[src/shared/timer_cc_map.svh]
// Register indices, field positions, reset values and counts of the capture/compare timer
`ifndef TIMER_CC_MAP_SVH
`define TIMER_CC_MAP_SVH

// Register indices; byte address is four times the index
`define IDX_DIR 6'h00
`define IDX_FORCE 6'h01
`define IDX_OVR_MASK 6'h02
`define IDX_OVR_DATA 6'h03
`define IDX_CNT_HI 6'h04
`define IDX_CNT_LO 6'h05
`define IDX_SCTL1 6'h06
`define IDX_TOG_OVF 6'h07
`define IDX_ACT_HI 6'h08
`define IDX_ACT_LO 6'h09
`define IDX_EDG_HI 6'h0a
`define IDX_EDG_LO 6'h0b
`define IDX_IRQ_EN 6'h0c
`define IDX_SCTL2 6'h0d
`define IDX_CH_FLG 6'h0e
`define IDX_OVF_FLG 6'h0f
`define IDX_RSV_FIRST 6'h10
`define IDX_TC_FIRST 6'h14
`define IDX_TC_LAST 6'h1f
`define IDX_PA_CTL 6'h20
`define IDX_PA_FLG 6'h21
`define IDX_PA_HI 6'h22
`define IDX_PA_LO 6'h23

// Field positions
`define BIT_TEN 7
`define BIT_WAI 6
`define BIT_FRZ 5
`define BIT_TOI 7
`define BIT_TCRE 3
`define BIT_PAEN 6
`define BIT_PAMOD 5
`define BIT_PEDGE 4
`define BIT_PAOVI 1
`define BIT_PAI 0

// Reset values
`define RST_BYTE 8'h00
`define RST_WORD 16'h0000

// Counts
`define PRE_STAGES_DEF 7
`define PA_DIV_BITS 6
`define FIRST_CH 2

`endif

[src/shared/timer_cc_pkg.sv]
// Types shared by the capture/compare timer modules
package timer_cc_pkg;

   typedef enum logic [1:0] {
      EDGE_OFF = 2'b00,
      EDGE_RISE = 2'b01,
      EDGE_FALL = 2'b10,
      EDGE_ANY = 2'b11
   } edge_mode_t;

   typedef enum logic [1:0] {
      ACT_NONE = 2'b00,
      ACT_TOGGLE = 2'b01,
      ACT_CLEAR = 2'b10,
      ACT_SET = 2'b11
   } out_act_t;

   typedef struct packed {
      logic enable;
      logic is_cmp;
      edge_mode_t edge_sel;
   } ch_cfg_t;

   typedef struct packed {
      logic [15:0] cnt;
      logic [15:0] cnt_nxt;
      logic tick;
   } time_base_t;

endpackage

[src/logic/cc_channel.sv]
// One input-capture / output-compare channel with its 16-bit value register
`timescale 1ns/1ps
`include "timer_cc_map.svh"
module cc_channel import timer_cc_pkg::*; (
   // Clock and reset
   input wire logic ref_clk_i,
   input wire logic sys_rst_i,
   // Configuration and time base
   input wire ch_cfg_t cfg_i,
   input wire time_base_t tb_i,
   // Pin level
   input wire logic pin_i,
   // Software write
   input wire logic wr_i,
   input wire logic [15:0] wdata_i,
   // Results
   output logic [15:0] value_o,
   output logic cap_o,
   output logic match_o
);

   logic [15:0] value_r;
   logic pin_d_r;
   logic rise_w;
   logic fall_w;
   logic edge_hit_w;

   assign rise_w = pin_i & ~pin_d_r;
   assign fall_w = ~pin_i & pin_d_r;
   assign edge_hit_w = (cfg_i.edge_sel == EDGE_RISE) ? rise_w :
                       (cfg_i.edge_sel == EDGE_FALL) ? fall_w :
                       (cfg_i.edge_sel == EDGE_ANY) ? (rise_w | fall_w) : 1'b0;
   assign cap_o = cfg_i.enable & ~cfg_i.is_cmp & edge_hit_w;
   // Match on the count being entered, so the action lines up with the new count
   assign match_o = cfg_i.is_cmp & tb_i.tick & (tb_i.cnt_nxt == value_r);
   assign value_o = value_r;

   always_ff @(posedge ref_clk_i or posedge sys_rst_i) begin
      if (sys_rst_i) begin
         value_r <= `RST_WORD;
         pin_d_r <= 1'b0;
      end else begin
         pin_d_r <= pin_i;
         if (cap_o) begin
            value_r <= tb_i.cnt;
         end else if (wr_i) begin
            value_r <= wdata_i;
         end
      end
   end

endmodule

[src/logic/timer_cc.sv]
// Timer with prescaler, six capture/compare channels and pulse accumulator, APB slave
//
// Our own choice: the APB interface to the registers.
`timescale 1ns/1ps
`include "timer_cc_map.svh"
module timer_cc import timer_cc_pkg::*; #(
   parameter int PRE_STAGES = `PRE_STAGES_DEF,
   parameter int ADDR_W = 8
) (
   // Clock and reset
   input wire logic ref_clk_i,
   input wire logic sys_rst_i,
   // APB slave
   input wire logic psel_i,
   input wire logic penable_i,
   input wire logic pwrite_i,
   input wire logic [ADDR_W-1:0] paddr_i,
   input wire logic [31:0] pwdata_i,
   output logic [31:0] prdata_o,
   output logic pready_o,
   output logic pslverr_o,
   // Operating modes
   input wire logic stop_mode_i,
   input wire logic freeze_mode_i,
   input wire logic wait_mode_i,
   input wire logic test_mode_i,
   // Channel pins 2..7
   input wire logic [5:0] ch_pin_i,
   output logic [5:0] ch_pin_o,
   output logic [5:0] ch_pin_oe_o,
   // Interrupt
   output logic irq_o
);

   // Refuse sizes the logic cannot serve: the prescale select masks up to seven stages,
   // the accumulator taps six, and the decode needs index bits up to the top register
   if (PRE_STAGES < 7) begin : g_bad_pre
      $error("prescaler needs at least seven stages");
   end
   if (ADDR_W < 8) begin : g_bad_addr
      $error("address must reach index 0x23");
   end

   // Software registers
   logic [7:2] dir_r;
   logic [7:2] ovr_mask_r;
   logic [7:2] ovr_data_r;
   logic [7:4] sctl1_r;
   logic [7:2] tog_ovf_r;
   logic [15:4] act_r;
   logic [15:4] edg_r;
   logic [7:0] irq_en_r;
   logic [4:0] sctl2_r;
   logic [7:2] ch_flg_r;
   logic ovf_flg_r;
   logic [6:0] pa_ctl_r;
   logic [1:0] pa_flg_r;
   // Timer state
   logic [PRE_STAGES-1:0] pre_r;
   logic [15:0] cnt_r;
   logic [15:0] pa_cnt_r;
   logic pa_pin_d_r;
   logic [5:0] pin_r;
   logic [5:0] oe_r;
   // Bus and interrupt outputs
   logic [31:0] prdata_r;
   logic pready_r;
   logic pslverr_r;
   logic irq_r;

   // Bus decode
   logic [5:0] idx_w;
   logic setup_w;
   logic wr_w;
   logic unmapped_w;
   logic tc_hit_w;
   logic [2:0] tc_sel_w;
   logic [5:0] tc_off_w;
   logic [31:0] rd_w;
   logic [31:0] tc_rd_w;

   assign idx_w = paddr_i[7:2];
   assign setup_w = psel_i & ~penable_i;
   // A refused address must never alias onto a mapped register
   assign wr_w = psel_i & penable_i & pwrite_i & pready_r & ~unmapped_w;
   assign tc_hit_w = (idx_w >= `IDX_TC_FIRST) && (idx_w <= `IDX_TC_LAST);
   assign tc_off_w = idx_w - `IDX_TC_FIRST;
   assign tc_sel_w = tc_off_w[3:1];
   // Unused low address bits must be zero; indices above 0x23 and the reserved gap 0x10..0x13 are refused
   assign unmapped_w = (paddr_i[1:0] != 2'b00) | (paddr_i[ADDR_W-1:2] > ADDR_W'(`IDX_PA_LO)) |
                       ((idx_w >= `IDX_RSV_FIRST) && (idx_w < `IDX_TC_FIRST));

   // Mode gating
   logic halt_w;
   logic run_w;
   logic pa_run_w;
   assign halt_w = stop_mode_i | (wait_mode_i & sctl1_r[`BIT_WAI]);
   assign run_w = sctl1_r[`BIT_TEN] & ~halt_w & ~(freeze_mode_i & sctl1_r[`BIT_FRZ]);
   assign pa_run_w = pa_ctl_r[`BIT_PAEN] & ~halt_w;

   // Prescaler
   logic [PRE_STAGES-1:0] pre_mask_w;
   logic tick_w;
   logic div64_w;
   assign pre_mask_w = PRE_STAGES'((8'h01 << sctl2_r[2:0]) - 8'h01);
   assign tick_w = run_w & ((pre_r & pre_mask_w) == pre_mask_w);
   // Gated accumulation relies on the prescaler, so it dies with the timer
   assign div64_w = run_w & (pre_r[`PA_DIV_BITS-1:0] == {`PA_DIV_BITS{1'b1}});

   // Counter
   logic [15:0] val_w [6];
   logic [5:0] cap_w;
   logic [5:0] match_w;
   logic tcre_hit_w;
   logic [15:0] cnt_nxt_w;
   logic ovf_w;
   time_base_t tb_w;
   assign tcre_hit_w = sctl2_r[`BIT_TCRE] & dir_r[7] & (cnt_r == val_w[5]);
   assign cnt_nxt_w = tcre_hit_w ? 16'h0000 : cnt_r + 16'h0001;
   assign ovf_w = tick_w & (cnt_r == 16'hffff);
   assign tb_w = '{cnt: cnt_r, cnt_nxt: cnt_nxt_w, tick: tick_w};

   // Force and overrides
   logic [7:2] frc_w;
   logic ch7_ev_w;
   logic [5:0] pin_nxt_w;
   logic [5:0] oe_nxt_w;
   logic [7:2] flg_set_w;
   assign frc_w = (wr_w && idx_w == `IDX_FORCE) ? pwdata_i[7:2] : 6'h00;
   assign ch7_ev_w = dir_r[7] & (frc_w[7] | match_w[5]);

   genvar gi;
   generate
      for (gi = 0; gi < 6; gi++) begin : g_ch
         localparam int C = gi + `FIRST_CH;
         ch_cfg_t cfg_w;
         out_act_t act_w;
         logic ev_w;
         logic lvl_w;
         logic tog_w;
         assign cfg_w = '{enable: ~stop_mode_i, is_cmp: dir_r[C], edge_sel: edge_mode_t'(edg_r[2*C+1 -: 2])};
         assign act_w = out_act_t'(act_r[2*C+1 -: 2]);
         assign ev_w = dir_r[C] & (frc_w[C] | match_w[gi]);
         assign tog_w = pin_r[gi] ^ (ovf_w & tog_ovf_r[C]);
         assign lvl_w = ~ev_w ? tog_w :
                        (act_w == ACT_TOGGLE) ? ~pin_r[gi] :
                        (act_w == ACT_CLEAR) ? 1'b0 :
                        (act_w == ACT_SET) ? 1'b1 : tog_w;
         assign pin_nxt_w[gi] = (ch7_ev_w & ovr_mask_r[C] & dir_r[C]) ? ovr_data_r[C] : lvl_w;
         assign oe_nxt_w[gi] = dir_r[C] & ((act_w != ACT_NONE) | ovr_mask_r[C]) &
                               ~((C == 7) & pa_ctl_r[`BIT_PAEN]);
         // Forced action never sets the flag, even with a real match alongside
         assign flg_set_w[C] = cap_w[gi] | (match_w[gi] & ~frc_w[C]);
         cc_channel u_ch (
            .ref_clk_i(ref_clk_i),
            .sys_rst_i(sys_rst_i),
            .cfg_i(cfg_w),
            .tb_i(tb_w),
            .pin_i(ch_pin_i[gi]),
            .wr_i(wr_w && idx_w == `IDX_TC_FIRST + 6'(2 * gi)),
            .wdata_i(pwdata_i[15:0]),
            .value_o(val_w[gi]),
            .cap_o(cap_w[gi]),
            .match_o(match_w[gi])
         );
      end
   endgenerate

   // Pulse accumulator on channel 7 pin
   logic pa_rise_w;
   logic pa_fall_w;
   logic pa_edge_w;
   logic pa_gate_w;
   logic pa_inc_w;
   assign pa_rise_w = ch_pin_i[5] & ~pa_pin_d_r;
   assign pa_fall_w = ~ch_pin_i[5] & pa_pin_d_r;
   // Same edge ends a gate and counts an event, so one select serves both modes
   assign pa_edge_w = pa_run_w & (pa_ctl_r[`BIT_PEDGE] ? pa_rise_w : pa_fall_w);
   assign pa_gate_w = pa_ctl_r[`BIT_PEDGE] ? ~ch_pin_i[5] : ch_pin_i[5];
   assign pa_inc_w = pa_ctl_r[`BIT_PAMOD] ? (pa_run_w & div64_w & pa_gate_w) : pa_edge_w;

   // Read mux
   assign tc_rd_w = tc_off_w[0] ? {24'h0, val_w[tc_sel_w][7:0]} : {16'h0, val_w[tc_sel_w]};
   assign rd_w = (idx_w == `IDX_DIR) ? {24'h0, dir_r, 2'b00} :
                 (idx_w == `IDX_OVR_MASK) ? {24'h0, ovr_mask_r, 2'b00} :
                 (idx_w == `IDX_OVR_DATA) ? {24'h0, ovr_data_r, 2'b00} :
                 (idx_w == `IDX_CNT_HI) ? {16'h0, cnt_r} :
                 (idx_w == `IDX_CNT_LO) ? {24'h0, cnt_r[7:0]} :
                 (idx_w == `IDX_SCTL1) ? {24'h0, sctl1_r, 4'h0} :
                 (idx_w == `IDX_TOG_OVF) ? {24'h0, tog_ovf_r, 2'b00} :
                 (idx_w == `IDX_ACT_HI) ? {24'h0, act_r[15:8]} :
                 (idx_w == `IDX_ACT_LO) ? {24'h0, act_r[7:4], 4'h0} :
                 (idx_w == `IDX_EDG_HI) ? {24'h0, edg_r[15:8]} :
                 (idx_w == `IDX_EDG_LO) ? {24'h0, edg_r[7:4], 4'h0} :
                 (idx_w == `IDX_IRQ_EN) ? {24'h0, irq_en_r} :
                 (idx_w == `IDX_SCTL2) ? {24'h0, sctl2_r[4], 3'h0, sctl2_r[3:0]} :
                 (idx_w == `IDX_CH_FLG) ? {24'h0, ch_flg_r, 2'b00} :
                 (idx_w == `IDX_OVF_FLG) ? {24'h0, ovf_flg_r, 7'h00} :
                 tc_hit_w ? tc_rd_w :
                 (idx_w == `IDX_PA_CTL) ? {24'h0, 1'b0, pa_ctl_r} :
                 (idx_w == `IDX_PA_FLG) ? {30'h0, pa_flg_r} :
                 (idx_w == `IDX_PA_HI) ? {16'h0, pa_cnt_r} :
                 (idx_w == `IDX_PA_LO) ? {24'h0, pa_cnt_r[7:0]} : 32'h0;

   // Write strobes
   logic wr_dir_w;
   logic wr_sctl1_w;
   logic wr_sctl2_w;
   logic wr_chflg_w;
   logic wr_ovfflg_w;
   logic wr_accumulator_flags_w;
   assign wr_dir_w = wr_w && idx_w == `IDX_DIR;
   assign wr_sctl1_w = wr_w && idx_w == `IDX_SCTL1;
   assign wr_sctl2_w = wr_w && idx_w == `IDX_SCTL2;
   assign wr_chflg_w = wr_w && idx_w == `IDX_CH_FLG;
   assign wr_ovfflg_w = wr_w && idx_w == `IDX_OVF_FLG;
   assign wr_accumulator_flags_w = wr_w && idx_w == `IDX_PA_FLG;

   // APB answer: one wait-free access phase after each setup
   always_ff @(posedge ref_clk_i or posedge sys_rst_i) begin
      if (sys_rst_i) begin
         pready_r <= 1'b0;
         pslverr_r <= 1'b0;
         prdata_r <= 32'h0;
      end else begin
         pready_r <= setup_w;
         pslverr_r <= setup_w & unmapped_w;
         // Data taken at setup stands through the access phase
         if (setup_w) begin
            prdata_r <= unmapped_w ? 32'h0 : rd_w;
         end
      end
   end

   // Control registers
   always_ff @(posedge ref_clk_i or posedge sys_rst_i) begin
      if (sys_rst_i) begin
         dir_r <= 6'h00;
         ovr_mask_r <= 6'h00;
         ovr_data_r <= 6'h00;
         sctl1_r <= 4'h0;
         tog_ovf_r <= 6'h00;
         act_r <= 12'h000;
         edg_r <= 12'h000;
         irq_en_r <= `RST_BYTE;
         sctl2_r <= 5'h00;
         pa_ctl_r <= 7'h00;
      end else if (wr_w) begin
         if (wr_dir_w) dir_r <= pwdata_i[7:2];
         if (idx_w == `IDX_OVR_MASK) ovr_mask_r <= pwdata_i[7:2];
         if (idx_w == `IDX_OVR_DATA) ovr_data_r <= pwdata_i[7:2];
         if (wr_sctl1_w) sctl1_r <= pwdata_i[7:4];
         if (idx_w == `IDX_TOG_OVF) tog_ovf_r <= pwdata_i[7:2];
         if (idx_w == `IDX_ACT_HI) act_r[15:8] <= pwdata_i[7:0];
         if (idx_w == `IDX_ACT_LO) act_r[7:4] <= pwdata_i[7:4];
         if (idx_w == `IDX_EDG_HI) edg_r[15:8] <= pwdata_i[7:0];
         if (idx_w == `IDX_EDG_LO) edg_r[7:4] <= pwdata_i[7:4];
         if (idx_w == `IDX_IRQ_EN) irq_en_r <= pwdata_i[7:0];
         if (wr_sctl2_w) sctl2_r <= {pwdata_i[7], pwdata_i[3:0]};
         if (idx_w == `IDX_PA_CTL) pa_ctl_r <= pwdata_i[6:0];
      end
   end

   // Time base and accumulator
   always_ff @(posedge ref_clk_i or posedge sys_rst_i) begin
      if (sys_rst_i) begin
         pre_r <= '0;
         cnt_r <= `RST_WORD;
         pa_cnt_r <= `RST_WORD;
         pa_pin_d_r <= 1'b0;
      end else begin
         pa_pin_d_r <= ch_pin_i[5];
         if (run_w) pre_r <= pre_r + 1'b1;
         // Prescaler phase is kept, so the first tick after a write may come early
         if (wr_w && idx_w == `IDX_CNT_HI && test_mode_i) begin
            cnt_r <= pwdata_i[15:0];
         end else if (tick_w) begin
            cnt_r <= cnt_nxt_w;
         end
         if (wr_w && idx_w == `IDX_PA_HI) begin
            pa_cnt_r <= pwdata_i[15:0];
         end else if (pa_inc_w) begin
            pa_cnt_r <= pa_cnt_r + 16'h0001;
         end
      end
   end

   // Sticky flags: a hardware set wins over a same-cycle write-one clear
   always_ff @(posedge ref_clk_i or posedge sys_rst_i) begin
      if (sys_rst_i) begin
         ch_flg_r <= 6'h00;
         ovf_flg_r <= 1'b0;
         pa_flg_r <= 2'b00;
      end else begin
         ch_flg_r <= (ch_flg_r & ~(wr_chflg_w ? pwdata_i[7:2] : 6'h00)) | flg_set_w;
         ovf_flg_r <= (ovf_flg_r & ~(wr_ovfflg_w & pwdata_i[7])) | ovf_w;
         pa_flg_r <= (pa_flg_r & ~(wr_accumulator_flags_w ? pwdata_i[1:0] : 2'b00)) |
                     {pa_inc_w & (pa_cnt_r == 16'hffff), pa_edge_w};
      end
   end

   // Pins and interrupt
   always_ff @(posedge ref_clk_i or posedge sys_rst_i) begin
      if (sys_rst_i) begin
         pin_r <= 6'h00;
         oe_r <= 6'h00;
         irq_r <= 1'b0;
      end else begin
         pin_r <= pin_nxt_w;
         oe_r <= oe_nxt_w;
         // Registered for a clean pin; trails the flags by one cycle
         irq_r <= |(ch_flg_r & irq_en_r[7:2]) | (ovf_flg_r & sctl2_r[4]) |
                  (pa_flg_r[1] & pa_ctl_r[`BIT_PAOVI]) | (pa_flg_r[0] & pa_ctl_r[`BIT_PAI]);
      end
   end

   assign prdata_o = prdata_r;
   assign pready_o = pready_r;
   assign pslverr_o = pslverr_r;
   assign ch_pin_o = pin_r;
   assign ch_pin_oe_o = oe_r;
   assign irq_o = irq_r;

endmodule

[config.mk]
export PLATFORM = sky130hd
export DESIGN_NAME = timer_cc
export DESIGN_NICKNAME = d
export VERILOG_FILES = /design/src/shared/timer_cc_pkg.sv /design/src/logic/cc_channel.sv /design/src/logic/timer_cc.sv
export VERILOG_INCLUDE_DIRS = /design/src /design/src/shared
export SDC_FILE = /design/constraint.sdc
export NUM_CORES = 1
export LEC_CHECK = 0
export BUFFER_PORTS_ARGS = -buffer_cell sky130_fd_sc_hd__buf_2
export CORE_ASPECT_RATIO = 0.7
export CORE_MARGIN = 2
export CORE_UTILIZATION = 45
export DETAILED_ROUTE_END_ITERATION = 8
export PLACE_DENSITY = 0.69
export SLEW_MARGIN = 10
export SYNTH_ARGS = -nofsm -noshare
export SYNTH_HDL_FRONTEND = slang
export SYNTH_SLANG_ARGS = --single-unit
[constraint.sdc]
create_clock -name ref_clk_i -period 7.9 [get_ports ref_clk_i]
set_input_delay 0.395 -clock ref_clk_i [delete_from_list [all_inputs] [get_ports ref_clk_i]]
set_output_delay 0.395 -clock ref_clk_i [all_outputs]
set_load 0.005 [all_outputs]
==> impl_metrics.json, run 1 <==
{
  "route.detailed.drc": 0,
  "worstPathArrival_ns": 5.44,
  "post_cts_resized": 0,
  "hold-worst-slack_ns": -0.03501,
  "crit_fanout": 24,
  "grt_antenna_before_repair": 2,
  "max-cap-violations": 0,
  "period_share": 0.6318,
  "grt_pass1_wl_mm": 94.21,
  "cts_tree": "yes",
  "port-buffer-count": 69,
  "synthFlopType": "dfrtp_1",
  "synthArstFlopShare": 1.000,
  "syn_area_per_cell_sq_um": 9.018,
  "cts-hold-fix-buffers": 6,
  "finalNetCount": 1925,
  "drt_wl_total_mm": 62.88,
  "yosys.area.top_type": "dfrtp_1",
  "synth_most_common_cell": "dfrtp_1",
  "tightest_slew_ns": 1.187,
  "die_w_um": 234.9,
  "hpwl_mm": 45.68,
  "slew_viol_final": 0,
  "die_height_um": 165.6,
  "cp-start-kind": "flop",
  "coreArea_sq_um": 36980,
  "clkSlewWorstSetupHoldPaths_ns": 0.06,
  "cts_root_buffer": "clkbuf_16",
  "fp-row-count": 59,
  "seq_area_frac_synth": 0.3770,
  "cts_setup_buffers": 0,
  "cp_data_required_time_ns": 8.35,
  "reg2reg_from": "cnt_r[0]",
  "gp_congestion": 1.022,
  "firstDrtPassIters": 8,
  "detail_route.wl_per_cell_um": 26.63,
  "total_leakage_power_nw": 7.867,
  "final_layout_size_suffix_gt1_frac": 0.1437,
  "cts_buffer_depth": 3,
  "setup.worst_path.start": "cnt_r[0]",
  "synth_area_leaders": "dfrtp_1, mux2i_1, nand2_1, o21ai_0, mux2_2",
  "ios": 102,
  "irDropWorstVdd_mv": 0.1587,
  "cts_buffers": 28,
  "max_freq_mhz": 200.4,
  "synth_area_sq_um": 16790,
  "grt_pass1_vias": 14430,
  "failed_checks": "hold timing",
  "clock_sinks": 253,
  "initial_core_util": 0.4540,
  "die_area_sq_um": 38900,
  "final.setup.tns_ns": 0,
  "worstSetupPathType": "reg -> reg",
  "endpoint_kind": "flop",
  "setup_viol": 0,
  "ant_nets": 0,
  "setup_ws_ns": 2.909,
  "outcome": "complete, but fails checks",
  "grtUsageTotal": 0.3178,
  "n_fill_cell": 3477,
  "worst_slew_margin_rel": 0.2029,
  "dp_slack_ns": 3.140,
  "syn2layout_area_growth_pct": 9.642,
  "synthDominantCellAreaShare": 0.3770,
  "cts_htree_levels": 1,
  "hold_class": "in -> async",
  "rsz0062_at_grt": "false",
  "finalHoldViolations": 14,
  "fin_crit_ns": 4.991,
  "vias_per_cell": 6.499,
  "synth_edf_count": 0,
  "first_iter_violations": 2003,
  "synthTopCellsByCount": "dfrtp_1, nand2_1, o21ai_0",
  "synth-seq-cells": 253,
  "num_vias": 15340,
  "synthCells": 1862,
  "clock_skew_ns": 0.01088,
  "clk-insertion-delay-late_ns": 0.57,
  "power_density_nw_per_um2": 163.6,
  "yosysUniqueCellTypes": 91,
  "grt_max_degree": 137,
  "synth_warnings": 0,
  "grt_remaining_overflow": 0
}
## worst max-delay path: stages, from the launching register on
cell	delay [ns]
dfrtp_1	0.32
buf_4	0.33
ha_1	0.48
nand3_1	0.34
nor4_2	0.57
xnor2_1	0.35
buf_4	0.28
xnor2_1	0.13
o31a_1	0.23
o32a_1	0.23
o41ai_1	1.01
nand4_1	0.21
mux2_1	0.37
## final cells by class
type / count / area, sq um / area share
Inverter: 53 / 206.4 / 0.01121
Sequential cell: 253 / 6331 / 0.3439
Clock buffer: 39 / 813.3 / 0.04417
Multi-Input combinational cell: 1411 / 9654 / 0.5244
Tap cell: 488 / 610.6 / 0.03316
Antenna cell: 1 / 2.502 / 0.0001359
Clock inverter: 12 / 155.1 / 0.008427
Timing Repair Buffer: 104 / 638.1 / 0.03466
## through the flow
stage | cell area [sq um] | cells | power, mW | hold WS [ns] | util
floorplan | 16850 | 1877 | 1.541 | 0.4264 | -
global placement | 17380 | 2303 | 1.626 | 0.4506 | 0.4699
detailed placement | 17380 | 2303 | 1.632 | 0.4589 | 0.4699
CTS | 18410 | 2360 | 3.019 | 0.0005077 | 0.4978
global route | 18410 | 2361 | 3.107 | 0.06350 | 0.4978
finish | 18410 | 2361 | 3.011 | -0.03501 | 0.4978
## final timing paths
kind	to	slack (ns)	cells past startpoint
setup / recovery	ch_pin_o[2]	2.91	12
hold / removal	prdata_o[8]	-0.04	2
setup reg to reg	ch_pin_o[2]	2.91	12
hold reg to reg	prdata_o[2]	0.47	2
max in group asynchronous	dir_r[5]	6.64	3
min in group ref_clk_i	cnt_r[9]	0.18	3
## metal layers
| metal | global-route usage | part of all wire | vias up |
|---|---|---|---|
| met5 | 0 | 0.00021 | - |
| met2 | 0.4283 | 0.40 | 914 |
| met4 | 0.07788 | 0.025 | 2 |
| li1 | - | - | 6734 |
| met3 | 0.1380 | 0.15 | 112 |
| met1 | 0.4627 | 0.43 | 7582 |
## placed cells by master (no fill, tap or decap), types with 13 or more instances in the layout
| cell | n |
|---|---|
| a221oi_1 | 13 |
| mux2_2 | 71 |
| o21ai_0 | 188 |
| nor2_1 | 122 |
| a31oi_1 | 13 |
| a22oi_1 | 18 |
| xnor2_1 | 42 |
| conb_1 | 16 |
| nand2_1 | 251 |
| nand3_1 | 38 |
| o22ai_1 | 22 |
| buf_4 | 29 |
| dfrtp_1 | 253 |
| nor3_1 | 27 |
| nor4_1 | 15 |
| a21o_1 | 16 |
| clkbuf_16 | 29 |
| nand4_1 | 24 |
| inv_1 | 52 |
| o221ai_1 | 13 |
| xor2_1 | 24 |
| mux4_2 | 16 |
| buf_2 | 68 |
| a222oi_1 | 13 |
| nand2b_1 | 16 |
| a21oi_1 | 94 |
| ha_1 | 19 |
| mux2i_1 | 131 |
## kinds of logic (layout without fill, tap and decap cells)
logic type	after synthesis	after routing	synth area share
adder cells (fa/ha/maj)	19	19	0.01416
other	1	17	0.0002233
AND/OR/NAND/NOR	579	579	0.1638
buffers and inverters	213	208	0.05454
flip-flops	253	253	0.3770
XOR/XNOR	74	74	0.04508
multiplexers	222	222	0.1501
AO/OA/AOI/OAI	501	501	0.1951
## flip-flops by register name (all words and copies together), names as in the netlist, 6 cells and up
| register | count |
|---|---|
| pa_ctl_r | 7 |
| ch_flg_r | 6 |
| cnt_r | 16 |
| g_ch.u_ch.pin_d_r | 6 |
| dir_r | 6 |
| ovr_data_r | 6 |
| ovr_mask_r | 6 |
| edg_r | 12 |
| ch_pin_o | 6 |
| irq_en_r | 8 |
| g_ch.u_ch.value_o | 96 |
| tog_ovf_r | 6 |
| pre_r | 7 |
| ch_pin_oe_o | 6 |
| prdata_o | 16 |
| pa_cnt_r | 16 |
| act_r | 12 |
## power breakdown
group	switching [mW]	total [mW]	leakage [nW]	internal, mW
clock network	0.574	1.39	0.471	0.818
logic	0.180	0.262	4.00	0.0828
registers	0.0377	1.36	3.40	1.32
No activity file was read; power rests on OpenSTA's default activity.
==> run 2: changes to the inputs <==
--- a/config.mk
+++ b/config.mk
@@ -11,7 +11,7 @@
 export CORE_MARGIN = 2
 export CORE_UTILIZATION = 45
 export DETAILED_ROUTE_END_ITERATION = 8
-export PLACE_DENSITY = 0.69
+export PLACE_DENSITY = 0.67
 export SLEW_MARGIN = 10
 export SYNTH_ARGS = -nofsm -noshare
 export SYNTH_HDL_FRONTEND = slang
==> constraint.sdc (replaced) <==
create_clock -name ref_clk_i -period 4.6 [get_ports ref_clk_i]
set_input_delay 0.23 -clock ref_clk_i [delete_from_list [all_inputs] [get_ports ref_clk_i]]
set_output_delay 0.23 -clock ref_clk_i [all_outputs]
set_load 0.005 [all_outputs]
==> impl_metrics.json, run 2 (same netlist as run 1, synthesis figures left out) <==
{
  "crit_fanout": 10,
  "num_vias": 15560,
  "initial_core_util": 0.4540,
  "cts_root_buffer": "clkbuf_16",
  "placed_cell_area_sq_um": 17690,
  "cts_htree_levels": 1,
  "fin_crit_ns": 4.326,
  "max_freq_mhz": 231.1,
  "power.internal_mw": 3.725,
  "endpoint_kind": "flop",
  "power_density_nw_per_um2": 270.8,
  "final.setup.tns_ns": 0,
  "vias_per_cell": 6.487,
  "detail_route.wl_per_cell_um": 26.58,
  "die_area_sq_um": 38900,
  "clock_sinks": 253,
  "route.detailed.drc": 0,
  "post_cts_resized": 0,
  "grt_pass1_vias": 14430,
  "ant_nets": 0,
  "grt_max_degree": 107,
  "tightest_slew_ns": 1.212,
  "final_cell_mix": "dfrtp_1, nand2_1, o21ai_0, mux2i_1, nor2_1",
  "n_fill_cell": 3469,
  "final_common_cell": "dfrtp_1",
  "fin_cells": 2398,
  "worstSetupPathType": "reg -> reg",
  "gp_congestion": 0.9915,
  "finalHoldViolations": 0,
  "finish.instance_area_sq_um": 18670,
  "fp-row-count": 59,
  "largest_reg_flops": 96,
  "clock_skew_ns": 0.02325,
  "cts_setup_buffers": 0,
  "p_sw_frac": 0.2632,
  "outcome": "finished, final reports clean",
  "drt_wl_total_mm": 63.74,
  "first_iter_violations": 2227,
  "cts_buffers": 27,
  "clock_power_share": 0.448,
  "sequentialPowerShare": 0.461,
  "cts-hold-fix-buffers": 8,
  "p_switching_mw": 1.330,
  "die_w_um": 234.9,
  "hpwl_mm": 47.18,
  "setup_viol": 0,
  "final_layout_size_suffix_gt1_frac": 0.1602,
  "total_leakage_power_nw": 8.059,
  "finalNetCount": 1966,
  "die_height_um": 165.6,
  "coreArea_sq_um": 36980,
  "period_share": 0.9405,
  "worst_slew_margin_rel": 0.1858,
  "syn2layout_area_growth_pct": 11.17,
  "ios": 102,
  "clkSlewWorstSetupHoldPaths_ns": 0.06,
  "grt_antenna_before_repair": 0,
  "cts_buffer_depth": 3,
  "firstDrtPassIters": 7,
  "multiInputGateArea_sq_um": 9654,
  "grt_pass1_wl_mm": 95.13,
  "seqCellArea_sq_um": 6331,
  "irDropWorstVdd_mv": 0.2744,
  "grtUsageTotal": 0.3213,
  "cp-start-kind": "flop",
  "rsz0062_at_grt": "false",
  "cp_data_required_time_ns": 5.06,
  "port-buffer-count": 69,
  "max-cap-violations": 0,
  "slew_viol_final": 0,
  "cts_tree": "yes",
  "combPwrFrac": 0.091,
  "diodes": 0,
  "hold_class": "in -> reg",
  "grt_remaining_overflow": 0,
  "clk-insertion-delay-late_ns": 0.59,
  "worstPathArrival_ns": 4.78,
  "place_inst": 2343
}
==> run 2: changes by cell type in the layout (fill, tap and decap cells not counted), sizes merged <==
cell / before / now
clkinvlp: 2 / 1
inv: 55 / 53
bufinv: 3 / 2
dlygate4sd3: 6 / 8
buf: 98 / 138
diode: 1 / 0
==> run 2: layout make-up <==
class                   count  share of cell area
inverters                  53             0.01086
flip-flops and latches    253              0.3391
clock buffers              39             0.04290
well taps                 488             0.03271
multi-input cells        1411              0.5172
clock inverters             8            0.005228
repair buffers            146             0.05201
==> run 2: final timing paths <==
path / startpoint / to / slack, ns / cells after the start
min: pwdata_i[15] / pa_cnt_r[15] / 0.03 / 3
min in group asynchronous: sys_rst_i / pa_cnt_r[3] / 0.11 / 3
max: cnt_r[6] / ch_pin_o[2] / 0.27 / 10
max in group asynchronous: sys_rst_i / g_ch[2].u_ch.value_o[10] / 3.30 / 4
max reg2reg: cnt_r[6] / ch_pin_o[2] / 0.27 / 10
min reg2reg: pre_r[6] / pre_r[6] / 0.47 / 1
==> run 2: metal layers <==
metal / wire [um] / share of wire / global-route usage / vias to the layer above
met2: 25910 / 0.41 / 0.4445 / 906
met3: 8592 / 0.13 / 0.1030 / 83
met4: 1123 / 0.018 / 0.05724 / 0
li1: - / - / - / 6816
met1: 28110 / 0.44 / 0.4900 / 7750
met5: 0 / 0 / 0 / -
==> run 2: power groups by stage <==
stage / combinational, mW / clock (mW) / sequential [mW]
final: 0.460 / 2.27 / 2.33
after global routing: 0.496 / 2.39 / 2.33
after CTS: 0.450 / 2.30 / 2.33
after detailed placement: 0.443 / 0 / 2.37
after global placement: 0.435 / 0 / 2.36
after floorplan: 0.304 / 0 / 2.34
==> run 2: worst max-delay path, cell delays in order (launching register included) <==
cell and delay (ns):
dfrtp_1 0.60, inv_1 0.19, a221oi_1 0.38, and4_1 0.53
nand3_1 0.47, a2bb2oi_1 0.27, a2111o_1 0.35, o41ai_1 0.73
buf_4 0.24, nand4_1 0.10, mux2_1 0.34
==> run 2: through the flow <==
stage / total power [mW] / hold slack [ns] / worst slack, ns / utilization
2_1_floorplan: 2.648 / 0.2614 / 0.9330 / -
3_3_place_gp: 2.800 / 0.1606 / 0.4123 / 0.4783
3_5_place_dp: 2.810 / 0.1603 / 0.4157 / 0.4783
4_1_cts: 5.077 / 0.01581 / 0.3965 / 0.5048
5_1_grt: 5.217 / 0.03965 / 0.2408 / 0.5048
6_report: 5.056 / 0.02632 / 0.2736 / 0.5048
